[src/hdl/phx_regs.svh]
// Purpose: Addresses, field positions, reset values and timing for the 10BT ops / ext control block
// Assumes: 16-bit management registers, 10 MHz system clock
// Notes: Definitions only
`ifndef PHX_REGS_SVH
`define PHX_REGS_SVH

// Management register addresses
`define PHX_OPS_ADDR 5'h12
`define PHX_EXT_ADDR 5'h13

// Operations register fields
`define PHX_OPS_RJAB 15
`define PHX_OPS_POL 14
`define PHX_OPS_JAB_INH 5
`define PHX_OPS_APOL_INH 3
`define PHX_OPS_SQE_INH 2
`define PHX_OPS_LINK_INH 1
`define PHX_OPS_SQL_INH 0
`define PHX_OPS_RST 16'h0010
`define PHX_OPS_WR_MASK 16'h3fff

// Extended control two fields
`define PHX_EXT_NODE 15
`define PHX_EXT_SWMODE 14
`define PHX_EXT_RFAULT 13
`define PHX_EXT_XAUTO 9
`define PHX_EXT_XFORCE 8
`define PHX_EXT_HIZ 7
`define PHX_EXT_APD 0
`define PHX_EXT_RST 16'h4201
`define PHX_EXT_WR_MASK 16'h1bff
`define PHX_EXT_RO_MASK 16'he400
`define PHX_NODE_MODE 1'h0
`define PHX_SW_MODE 1'h1

// Timing in ns and derived cycle counts
`define PHX_CLK_NS 100
`define PHX_SQE_DLY_NS 600
`define PHX_SQE_LEN_NS 500
`define PHX_JAB_MIN_NS 20000000
`define PHX_SQE_DLY_CYC ((`PHX_SQE_DLY_NS + `PHX_CLK_NS - 1) / `PHX_CLK_NS)
`define PHX_SQE_LEN_CYC ((`PHX_SQE_LEN_NS + `PHX_CLK_NS - 1) / `PHX_CLK_NS)
`define PHX_JAB_CYC (`PHX_JAB_MIN_NS / `PHX_CLK_NS)

`endif

[src/hdl/phx_pkg.sv]
// Purpose: Types shared by the 10BT ops / ext control block
// Assumes: Constants live in phx_regs.svh
// Notes: None
package phx_pkg;
    typedef logic [4:0] phx_addr_t;
    typedef logic [15:0] phx_word_t;
    typedef enum logic [1:0] {PHX_LINK_FAIL, PHX_LINK_DATA, PHX_LINK_PASS} phx_link_e;
    typedef enum logic [1:0] {PHX_SQE_IDLE, PHX_SQE_WAIT, PHX_SQE_PULSE} phx_sqe_e;
endpackage

[src/hdl/phx_jabber_mon.sv]
// Purpose: Jabber timer, flags activity lasting past the jabber limit
// Assumes: Activity input synchronous to sys_clk
// Notes: Used for both transmit and receive paths
`timescale 1ns/100ps
module phx_jabber_mon #(
    parameter int unsigned JAB_CYC = 200000
) (
    input wire logic sys_clk,
    input wire logic nrst,
    input wire logic ce,
    input wire logic active,
    input wire logic check_en,
    output logic jabber
);
    logic [17:0] jab_cnt_reg;

    // Length of the current activity burst, saturating
    always_ff @(posedge sys_clk or negedge nrst) begin
        if (!nrst) begin
            jab_cnt_reg <= 18'h00000;
        end else if (ce) begin
            if (!active || !check_en) begin
                jab_cnt_reg <= 18'h00000;
            end else if (jab_cnt_reg != 18'(JAB_CYC - 1)) begin
                jab_cnt_reg <= jab_cnt_reg + 18'h00001;
            end
        end
    end

    // Flag held while the burst stays over the limit
    always_ff @(posedge sys_clk or negedge nrst) begin
        if (!nrst) begin
            jabber <= 1'b0;
        end else if (ce) begin
            jabber <= active && check_en && (jab_cnt_reg == 18'(JAB_CYC - 1));
        end
    end
endmodule

[src/hdl/phx_ext_ctrl.sv]
// Purpose: 10BT operations and extended control two registers with their control logic
// Assumes: Management frames already decoded to register strobes; all inputs synchronous
// Notes: Latched status bits clear after the read that returns them, unless their event is present in the read cycle
`timescale 1ns/100ps
`include "phx_regs.svh"

module phx_ext_ctrl #(
    parameter int unsigned JAB_CYC = `PHX_JAB_CYC
) (
    input wire logic sys_clk,
    input wire logic nrst,
    input wire logic ce,
    input wire phx_pkg::phx_addr_t mgmt_addr,
    input wire logic mgmt_wr_stb,
    input wire logic mgmt_rd_stb,
    input wire phx_pkg::phx_word_t mgmt_wdata,
    output phx_pkg::phx_word_t mgmt_rdata,
    output logic mgmt_rd_valid,
    input wire logic tx_en,
    input wire logic rx_active,
    input wire logic col_in,
    input wire logic full_duplex,
    input wire logic mode_10bt,
    input wire logic rx_valid_data,
    input wire logic rx_idle,
    input wire logic rx_link_fail,
    input wire logic pol_reversed_det,
    input wire logic remote_fault_in,
    input wire logic crossover_auto_pin,
    input wire logic crossover_auto_result,
    output logic crs,
    output logic col,
    output logic link_pass,
    output logic pol_correct,
    output logic tx_jabber,
    output logic crossover_cross,
    output logic pair_output_hiz,
    output logic tx100_power_down
);
    import phx_pkg::*;

    phx_word_t ops_reg;
    phx_word_t ext_reg;
    logic rjab_latch_reg;
    logic pol_latch_reg;
    logic rx_jab;
    logic ops_rd;
    logic ops_wr;
    logic ext_rd;
    logic ext_wr;
    phx_link_e link_st_reg;
    phx_link_e link_st_next;
    phx_sqe_e sqe_st_reg;
    logic [3:0] sqe_cnt_reg;
    logic sqe_ok;
    logic tx_en_d_reg;

    // Address match shared by read and write decode
    function automatic logic addr_hit(input phx_addr_t a, input phx_addr_t target);
        addr_hit = (a == target);
    endfunction

    ////////////////////////////////////////////////////////////////////////
    // Register decode

    assign ops_rd = mgmt_rd_stb && addr_hit(mgmt_addr, `PHX_OPS_ADDR);
    assign ops_wr = mgmt_wr_stb && addr_hit(mgmt_addr, `PHX_OPS_ADDR);
    assign ext_rd = mgmt_rd_stb && addr_hit(mgmt_addr, `PHX_EXT_ADDR);
    assign ext_wr = mgmt_wr_stb && addr_hit(mgmt_addr, `PHX_EXT_ADDR);

    // Writable operations bits, reserved bits stored as written
    // reserved defaults rely on station
    always_ff @(posedge sys_clk or negedge nrst) begin
        if (!nrst) begin
            ops_reg <= `PHX_OPS_RST;
        end else if (ce && ops_wr) begin
            ops_reg <= mgmt_wdata & `PHX_OPS_WR_MASK;
        end
    end

    // Writable extended bits; SQE enabled since inhibit resets to zero
    always_ff @(posedge sys_clk or negedge nrst) begin
        if (!nrst) begin
            ext_reg <= `PHX_EXT_RST & `PHX_EXT_WR_MASK;
        end else if (ce && ext_wr) begin
            ext_reg <= mgmt_wdata & `PHX_EXT_WR_MASK;
        end
    end

    ////////////////////////////////////////////////////////////////////////
    // Jabber monitors

    phx_jabber_mon #(.JAB_CYC(JAB_CYC)) u_rx_jab (
        .sys_clk(sys_clk),
        .nrst(nrst),
        .ce(ce),
        .active(rx_active),
        .check_en(1'b1),
        .jabber(rx_jab)
    );

    phx_jabber_mon #(.JAB_CYC(JAB_CYC)) u_tx_jab (
        .sys_clk(sys_clk),
        .nrst(nrst),
        .ce(ce),
        .active(tx_en),
        .check_en(!ops_reg[`PHX_OPS_JAB_INH]),
        .jabber(tx_jabber)
    );

    ////////////////////////////////////////////////////////////////////////
    // Latched status

    // remote jabber latch; set wins over read clear
    always_ff @(posedge sys_clk or negedge nrst) begin
        if (!nrst) begin
            rjab_latch_reg <= 1'b0;
        end else if (ce) begin
            rjab_latch_reg <= (rjab_latch_reg && !ops_rd) || rx_jab;
        end
    end

    // polarity reversal latch; set wins over read clear
    always_ff @(posedge sys_clk or negedge nrst) begin
        if (!nrst) begin
            pol_latch_reg <= 1'b0;
        end else if (ce) begin
            pol_latch_reg <= (pol_latch_reg && !ops_rd) || pol_reversed_det;
        end
    end

    ////////////////////////////////////////////////////////////////////////
    // Read data

    // Registered read answer, old latched values returned
    always_ff @(posedge sys_clk or negedge nrst) begin
        if (!nrst) begin
            mgmt_rdata <= 16'h0000;
            mgmt_rd_valid <= 1'b0;
        end else if (ce) begin
            mgmt_rd_valid <= ops_rd || ext_rd;
            if (ops_rd) begin
                mgmt_rdata <= {rjab_latch_reg, pol_latch_reg, ops_reg[13:0]};
            end else if (ext_rd) begin
                mgmt_rdata <= ext_reg | {`PHX_NODE_MODE, `PHX_SW_MODE, remote_fault_in, 13'h0000};
            end else begin
                mgmt_rdata <= 16'h0000;
            end
        end
    end

    ////////////////////////////////////////////////////////////////////////
    // Link integrity

    // Link state choice from receiver events and inhibits
    always_comb begin
        link_st_next = link_st_reg;
        case (link_st_reg)
            PHX_LINK_FAIL: begin
                if (rx_valid_data) begin
                    link_st_next = ops_reg[`PHX_OPS_SQL_INH] ? PHX_LINK_DATA : PHX_LINK_PASS;
                end
            end
            PHX_LINK_DATA: begin
                if (rx_link_fail) begin
                    link_st_next = PHX_LINK_FAIL;
                end else if (rx_idle) begin
                    link_st_next = PHX_LINK_PASS;
                end
            end
            PHX_LINK_PASS: begin
                if (rx_link_fail) begin
                    link_st_next = PHX_LINK_FAIL;
                end
            end
            default: begin
                link_st_next = PHX_LINK_FAIL;
            end
        endcase
        if (ops_reg[`PHX_OPS_LINK_INH]) begin
            link_st_next = PHX_LINK_PASS;
        end
    end

    // Link state and its registered output
    always_ff @(posedge sys_clk or negedge nrst) begin
        if (!nrst) begin
            link_st_reg <= PHX_LINK_FAIL;
            link_pass <= 1'b0;
        end else if (ce) begin
            link_st_reg <= link_st_next;
            link_pass <= (link_st_next == PHX_LINK_PASS);
        end
    end

    ////////////////////////////////////////////////////////////////////////
    // SQE test

    // inhibit bit; full duplex and repeater suppress
    assign sqe_ok = !ops_reg[`PHX_OPS_SQE_INH] && !full_duplex && (`PHX_NODE_MODE == 1'b0);

    // delay then collision pulse after transmit end
    always_ff @(posedge sys_clk or negedge nrst) begin
        if (!nrst) begin
            tx_en_d_reg <= 1'b0;
            sqe_st_reg <= PHX_SQE_IDLE;
            sqe_cnt_reg <= 4'h0;
        end else if (ce) begin
            tx_en_d_reg <= tx_en;
            case (sqe_st_reg)
                PHX_SQE_IDLE: begin
                    if (tx_en_d_reg && !tx_en && sqe_ok) begin
                        sqe_st_reg <= PHX_SQE_WAIT;
                        sqe_cnt_reg <= 4'h0;
                    end
                end
                PHX_SQE_WAIT: begin
                    if (!sqe_ok || tx_en) begin
                        sqe_st_reg <= PHX_SQE_IDLE;
                    end else if (sqe_cnt_reg == 4'(`PHX_SQE_DLY_CYC - 1)) begin
                        sqe_st_reg <= PHX_SQE_PULSE;
                        sqe_cnt_reg <= 4'h0;
                    end else begin
                        sqe_cnt_reg <= sqe_cnt_reg + 4'h1;
                    end
                end
                PHX_SQE_PULSE: begin
                    if (!sqe_ok || sqe_cnt_reg == 4'(`PHX_SQE_LEN_CYC - 1)) begin
                        sqe_st_reg <= PHX_SQE_IDLE;
                    end else begin
                        sqe_cnt_reg <= sqe_cnt_reg + 4'h1;
                    end
                end
                default: begin
                    sqe_st_reg <= PHX_SQE_IDLE;
                end
            endcase
        end
    end

    ////////////////////////////////////////////////////////////////////////
    // Media side outputs

    // Carrier sense, collision and polarity correction
    always_ff @(posedge sys_clk or negedge nrst) begin
        if (!nrst) begin
            crs <= 1'b0;
            col <= 1'b0;
            pol_correct <= 1'b0;
        end else if (ce) begin
            crs <= tx_en || rx_active;
            col <= (col_in && !full_duplex) || (sqe_st_reg == PHX_SQE_PULSE && sqe_ok);
            // correction unless inhibited; no crossover term
            pol_correct <= pol_reversed_det && !ops_reg[`PHX_OPS_APOL_INH];
        end
    end

    // Crossover, tri-state and power down controls
    always_ff @(posedge sys_clk or negedge nrst) begin
        if (!nrst) begin
            crossover_cross <= 1'b0;
            pair_output_hiz <= 1'b0;
            tx100_power_down <= 1'b0;
        end else if (ce) begin
            crossover_cross <= (ext_reg[`PHX_EXT_XAUTO] && crossover_auto_pin) ?
                crossover_auto_result : ext_reg[`PHX_EXT_XFORCE];
            pair_output_hiz <= ext_reg[`PHX_EXT_HIZ];
            tx100_power_down <= ext_reg[`PHX_EXT_APD] && mode_10bt;
        end
    end
endmodule

[config.mk]
export PLATFORM = sky130hd
export DESIGN_NAME = phx_ext_ctrl
export DESIGN_NICKNAME = d
export VERILOG_FILES = /design/src/hdl/phx_pkg.sv /design/src/hdl/phx_jabber_mon.sv /design/src/hdl/phx_ext_ctrl.sv
export VERILOG_INCLUDE_DIRS = /design/src /design/src/hdl
export SDC_FILE = /design/constraint.sdc
export NUM_CORES = 1
export LEC_CHECK = 0
export BUFFER_PORTS_ARGS = -buffer_cell sky130_fd_sc_hd__buf_2
export CORE_ASPECT_RATIO = 1.25
export CORE_MARGIN = 2
export CORE_UTILIZATION = 40
export DETAILED_ROUTE_END_ITERATION = 10
export GPL_TIMING_DRIVEN = 1
export PLACE_DENSITY = 0.64
export SLEW_MARGIN = 25
export SYNTH_ARGS = -nofsm -noshare
export SYNTH_HDL_FRONTEND = slang
export SYNTH_SLANG_ARGS = --single-unit
[constraint.sdc]
create_clock -name sys_clk -period 1.9 [get_ports sys_clk]
set_clock_uncertainty 0.1 [all_clocks]
set_input_delay 0.095 -clock sys_clk [delete_from_list [all_inputs] [get_ports sys_clk]]
set_output_delay 0.095 -clock sys_clk [all_outputs]
set_load 0.01 [all_outputs]
==> impl_metrics.py, run 1 <==
metrics = {
    "outcome": {
        "status": "finished, violations left",
        "violations": "negative setup slack",
    },
    "floorplan": {
        "die_x_um": 101.7,
        "row_count": 44,
        "ios": 63,
        "initial_core_util_pct": 41.08,
        "die_height_um": 126.1,
        "die_area_um2": 12830,
        "core_area_um2": 11620,
    },
    "run": {
        "cap_violations": 0,
    },
    "grt": {
        "grt_pass1_vias": 4193,
        "track_usage_pct": 19.44,
        "grt_max_degree": 43,
        "grt_pass1_wl_um": 19980,
        "use_met2_pct": 32.62,
        "grt_use_met3_pct": 3.829,
        "grt.busiest_layer": "met2",
        "use_met1_pct": 24.86,
        "grt_overflow": 0,
        "antenna_found_initial": 0,
    },
    "synth": {
        "synth_ff_type": "dfrtp_1",
        "synth_cell_type_count": 57,
        "synth.avg_cell_area_um2": 10.60,
        "syn_inst": 450,
        "synth_async_sr_flop_share_pct": 100.0,
        "ys_seq_elements": 99,
        "yosysSeqAreaShare_pct": 51.99,
        "yosysWarningCount": 0,
        "synthesis.area_um2": 4772,
        "syn_nets": 497,
        "synth_edf_count": 0,
    },
    "placement": {
        "dp_slack_ns": -0.1129,
        "place_congestion": 0.8659,
        "port_buffers": 60,
        "hpwl_um": 8078,
        "dpl.cell_count": 708,
    },
    "worst_setup_path": {
        "worst_setup_path_end_kind": "flip-flop",
        "worst-path-buf-inv": 0,
        "worst_path_max_delay_cell": "or4b_4",
        "critPathRequiredTime_ns": 2.02,
        "path_cells": "nand3b_1 -> or4b_4 -> o31ai_4 -> or2_4 -> o31ai_1",
        "cpLargestDelayFamily": "simple AND/OR/NAND/NOR gates",
        "cp_data_arrival_time_ns": 2.11,
        "path_max_fanout": 6,
        "slowest_delay_ns": 0.53,
        "worstSetupStartpointType": "flip-flop",
        "path_class": "flip-flop to flip-flop",
    },
    "clock_network": {
        "cts_root_buffer": "clkbuf_16",
        "worstSkewPairLatency_ns": 0.34,
        "cts_num_sinks": 99,
        "cts_buffers": 9,
        "cts_tree": "built",
        "cts_htree_levels": 3,
        "clk_path_buf_depth": 2,
        "clk_pin_slew_ns": 0.07,
    },
    "pwr": {
        "p_clk_share_pct": 36.4,
        "ir_drop_mv": 0.5771,
        "p_sw_share_pct": 27.20,
        "power_leakage_nw": 2.869,
        "combPwrFrac_pct": 17.3,
        "switchingPower_mw": 1.411,
        "p_per_area_nw_per_um2": 829.2,
        "seqPwrFrac_pct": 46.3,
        "internal-power_mw": 3.775,
    },
    "timing": {
        "fin_crit_sh_pct": 104.9,
        "rsz0062_at_grt": "yes",
        "fin_hold_ws_ns": 0.002146,
        "finalHoldViolations": 0,
        "setup_ws_ns": -0.09336,
        "max_freq_ghz": 0.5017,
        "slew_violations": 0,
        "max_slew.worst_pin.slew_ns": 0.4800,
        "setup_viol": 23,
        "slew-limit-headroom_pct": 67.71,
        "min_period_ns": 1.993,
    },
    "drt": {
        "drc": 0,
        "vias": 4039,
        "wl_per_cell_um": 15.93,
        "ant_nets": 0,
        "first_iter_violations": 244,
        "vias_per_cell": 5.393,
        "wirelength_um": 11930,
        "drt-pass1-iter-count": 4,
    },
    "final_layout": {
        "nets": 630,
        "fin_util_pct": 53.85,
        "drive_gt1_share_pct": 31.46,
        "insertedDiodeCount": 0,
        "synthToLayoutAreaGrowth_pct": 31.07,
        "finalNonFillerCells": 749,
    },
    "worst_hold_path": {
        "worst_hold_path_type": "input port to flip-flop",
    },
}
per-layer routing:
metal	vias up	share of wire, %
li1	1929	-
met1	1991	43
met2	102	50
met3	17	5.1
met4	0	1.9
met5	-	0
kinds of logic (layout without fill, tap and decap cells):
kind of cell | count (synthesis) | after routing | synth area share [%]
simple gates | 144 | 145 | 15.10
compound gates | 123 | 123 | 17.70
flops | 99 | 99 | 51.99
mux | 44 | 44 | 9.989
buf+inv | 31 | 168 | 2.858
fa+ha+maj | 9 | 9 | 2.360
cell type report:
| type | count | area (um^2) |
|---|---|---|
| clock buffers | 10 | 239.0 |
| inverters | 13 | 48.80 |
| fillers | 1016 | 5361 |
| clock inverters | 6 | 71.32 |
| well taps | 161 | 201.4 |
| multi-input cells | 321 | 2225 |
| repair buffers | 139 | 988.4 |
| flip-flops and latches | 99 | 2481 |
power by group through the flow:
| stage | Clock, mW | Combinational, mW | Sequential (mW) |
|---|---|---|---|
| after floorplan | 0 | 0.499 | 2.43 |
| after global placement | 0 | 0.793 | 2.43 |
| after detailed placement | 0 | 0.829 | 2.44 |
| after CTS | 1.93 | 0.882 | 2.40 |
| after global routing | 2.00 | 1.01 | 2.42 |
| final | 1.89 | 0.896 | 2.40 |
synthesized netlist by cell type (5+ instances only):
cell	count	area, um^2
nand4_1	6	37.54
mux2_2	28	315.3
nor3_1	9	45.04
o21ai_1	18	90.09
dfrtp_1	96	2402
a22o_1	5	43.79
nand2_1	41	153.9
a21oi_1	12	60.06
nand2b_1	10	62.56
o21ai_0	25	125.1
nand3_1	24	120.1
o31ai_1	19	142.6
ha_1	9	112.6
mux2i_1	15	150.1
clkbuf_1	11	41.29
nor2_1	28	105.1
inv_1	13	48.80
a31oi_1	6	37.54
o2bb2ai_1	16	140.1
per-stage QoR:
stage          area (um^2)  power [mW]  setup TNS (ns)
3_3_place_gp          5640       3.219         -0.2751
6_report              6255       5.186          -1.250
4_1_cts               6207       5.209         -0.5173
3_5_place_dp          5640       3.269          -1.284
2_1_floorplan         4790       2.930               0
5_1_grt               6255       5.429          -3.349
timing repair:
action                     4_1_cts  5_1_grt
hold buffers                    21        0
pin swaps                        6        3
buffers inserted                 0        2
gates resized for setup         14       16
setup endpoints to repair       20       37
hold endpoints to repair       131        0
gates cloned                     2        0
path summary, 6_finish.rpt:
path | slack (ns) | from | endpoint | depth (start not counted)
min in group asynchronous | 0.08 | nrst | sqe_cnt_reg[0] | 2
min | 0.002 | tx_en | tx_en_d_reg | 2
max reg2reg | -0.09 | u_rx_jab.jab_cnt_reg[12] | u_rx_jab.jab_cnt_reg[5] | 5
max | -0.09 | u_rx_jab.jab_cnt_reg[12] | u_rx_jab.jab_cnt_reg[5] | 5
max in group asynchronous | 1.04 | nrst | ext_reg[9] | 3
min reg2reg | 0.39 | mgmt_rdata[9] | mgmt_rdata[9] | 1
cells in the final DEF, fill, tap and decap left out, types with 8 or more instances in the layout:
cell / count
nor3_1: 9
dlygate4sd3_1: 21
mux2i_1: 15
nand2b_1: 10
mux2_2: 28
o21ai_1: 25
buf_2: 59
buf_4: 53
a21oi_1: 12
nand2_1: 41
o31ai_1: 16
o2bb2ai_1: 16
nand3_1: 22
o21ai_0: 14
ha_1: 8
inv_1: 13
nor2_1: 28
clkbuf_16: 9
dfrtp_1: 96
Power figures use the tool's default switching activity.
==> run 2: changes to the inputs <==
Settings changed: SLEW_MARGIN 25 to 20, SYNTH_HIERARCHICAL set to 1.
==> impl_metrics.py, run 2 <==
metrics = {
    "synth": {
        "synthesis.area_um2": 5016,
        "synth_edf_count": 0,
        "synth_top_area_cell": "dfrtp_1",
        "yosysSeqAreaShare_pct": 49.46,
        "synth_ff_type": "dfrtp_1",
        "synthTopCellsByArea": "dfrtp_1 (48%), mux2_2 (6.5%), mux2i_1 (3.2%)",
        "synth.top_cell.area_share_pct": 47.89,
        "synth_cell_type_count": 55,
        "yosysWarningCount": 6,
        "synth.most_common_cell": "dfrtp_1",
        "synth_async_sr_flop_share_pct": 100.0,
        "ys_seq_elements": 99,
        "synth.avg_cell_area_um2": 10.36,
        "syn_inst": 484,
        "synth_commonest_cells": "dfrtp_1 (96), nand2_1 (41), nor2_1 (37)",
    },
    "placement": {
        "place_area_um2": 5687,
        "hpwl_um": 8040,
        "dp_slack_ns": -0.1247,
        "port_buffers": 60,
        "place_congestion": 0.8001,
        "dpl.cell_count": 721,
    },
    "final_layout": {
        "final_common_cell": "dfrtp_1",
        "finalNonFillerCells": 766,
        "fin_area_um2": 6455,
        "nets": 644,
        "insertedDiodeCount": 0,
        "synthToLayoutAreaGrowth_pct": 28.69,
        "drive_gt1_share_pct": 32.23,
        "mostFrequentLayoutCells": "dfrtp_1 (96), buf_2 (59), nand2_1 (41)",
    },
    "floorplan": {
        "row_count": 45,
        "ios": 63,
        "die_area_um2": 13460,
        "core_area_um2": 12220,
        "die_height_um": 129.2,
        "die_x_um": 104.2,
        "initial_core_util_pct": 41.05,
    },
    "run": {
        "cap_violations": 0,
    },
    "clock_network": {
        "cts_tree": "built",
        "cts_buffers": 9,
        "clk_pin_slew_ns": 0.08,
        "clk_path_buf_depth": 2,
        "cts_num_sinks": 99,
        "cts_htree_levels": 3,
        "cts_root_buffer": "clkbuf_16",
        "worstSkewPairLatency_ns": 0.35,
    },
    "worst_setup_path": {
        "r2r_start": "u_rx_jab/jab_cnt_reg[7]",
        "worst_setup_path_end_kind": "flip-flop",
        "worst_path_max_delay_cell": "or4b_4",
        "cp_data_arrival_time_ns": 2.07,
        "path_max_fanout": 6,
        "reg2reg_slack_ns": -0.04,
        "path_class": "flip-flop to flip-flop",
        "crit_start": "u_rx_jab/jab_cnt_reg[7]",
        "slowest_delay_ns": 0.55,
        "crit_path_end": "u_rx_jab/jab_cnt_reg[7]",
        "critPathRequiredTime_ns": 2.03,
        "r2r-end": "u_rx_jab/jab_cnt_reg[7]",
        "path_cells": "or4b_4 -> nor4b_4 -> and2_4 -> or2_4 -> o41ai_2",
        "ff2ff_path_depth": 5,
        "worstSetupStartpointType": "flip-flop",
    },
    "grt": {
        "grt_overflow": 0,
        "grt_max_degree": 100,
        "antenna_found_initial": 0,
        "grt_pass1_vias": 4226,
        "track_usage_pct": 18.33,
        "grt_pass1_wl_um": 20190,
    },
    "timing": {
        "min_period_ns": 1.944,
        "rsz0062_at_grt": "yes",
        "setup_ws_ns": -0.04423,
        "max_slew.worst_pin.slew_ns": 0.5440,
        "finalHoldViolations": 0,
        "final.setup.tns_ns": -0.5653,
        "slew_violations": 0,
        "fin_crit_sh_pct": 102.3,
        "slew-limit-headroom_pct": 63.73,
        "setup_viol": 25,
        "max_freq_ghz": 0.5143,
        "fin_hold_ws_ns": 0.02141,
    },
    "pwr": {
        "p_per_area_nw_per_um2": 800.3,
        "ir_drop_mv": 0.5495,
        "power_leakage_nw": 2.998,
    },
    "drt": {
        "vias_per_cell": 5.441,
        "first_iter_violations": 248,
        "drc": 0,
        "ant_nets": 0,
        "wl_per_cell_um": 15.64,
        "drt-pass1-iter-count": 4,
        "vias": 4168,
        "wirelength_um": 11980,
    },
    "outcome": {
        "violations": "negative setup slack",
        "status": "finished, violations left",
    },
    "worst_hold_path": {
        "holdPathStages": 4,
        "worst_hold_path_type": "input port to flip-flop",
    },
}
run 2: where the power goes:
group	internal [mW]	switching, mW	leakage, nW
clock network	0.956	0.946	0.152
registers	2.26	0.117	1.33
logic	0.421	0.463	1.52
total	3.64	1.53	3.00
run 2: final cells by class:
cell class / instances / area, um^2
multi-input combinational: 343 / 2541
inverter: 22 / 82.58
clock inverter: 7 / 83.83
timing repair buffer: 122 / 835.8
sequential: 99 / 2481
tap: 164 / 205.2
fill: 1074 / 5763
clock buffer: 9 / 225.2
run 2: worst min-delay path by stage:
stage	startpoint	to	slack, ns
2_1_floorplan	nrst	col	-0.30
3_3_place_gp	nrst	u_tx_jab/jab_cnt_reg[12]	0.09
3_5_place_dp	nrst	u_tx_jab/jab_cnt_reg[12]	0.1
4_1_cts	rx_link_fail	link_st_reg[0]	0.007
5_1_grt	crossover_auto_pin	crossover_cross	0.03
6_report	remote_fault_in	mgmt_rdata[13]	0.02
run 2: kinds of logic (layout without fill, tap and decap cells):
logic type	after synthesis	count (layout)	synth area share, %
other	1	2	0.07476
AND/OR/NAND/NOR	164	166	17.46
adder cells (fa/ha/maj)	9	9	2.245
multiplexers	46	46	9.928
buffers and inverters	45	160	4.315
AO/OA/AOI/OAI	120	120	16.51
flip-flops	99	99	49.46
run 2: worst max-delay path, delay by kind of cell (launching register included):
| family | cells | cell delay [ns] |
|---|---|---|
| AOI/OAI and AO/OA | 1 | 0.09 |
| DFF | 1 | 0.38 |
| and+or+nand+nor | 4 | 1.25 |
run 2: stage by stage:
stage	total power [mW]	util, %
5_1_grt	5.437	52.83
3_3_place_gp	3.137	46.54
3_5_place_dp	3.190	46.54
6_report	5.166	52.83
2_1_floorplan	2.876	-
4_1_cts	5.134	51.39
run 2: repair_timing:
item                                    4_1_cts  5_1_grt
setup buffers                                 2        3
hold buffers                                 22        0
hold endpoints to repair                    130        0
pin swaps                                     4        6
resized for setup                             8       33
gates cloned                                  2        0
endpoints found under the setup margin       31       42
run 2: layer usage:
metal | vias to the layer above | track usage (%) | part of all wire, %
met5 | - | 0 | 0
met4 | 0 | 6.757 | 1.4
met3 | 16 | 4.024 | 4.4
met2 | 99 | 31.42 | 50
met1 | 2048 | 22.94 | 44
li1 | 2005 | - | -
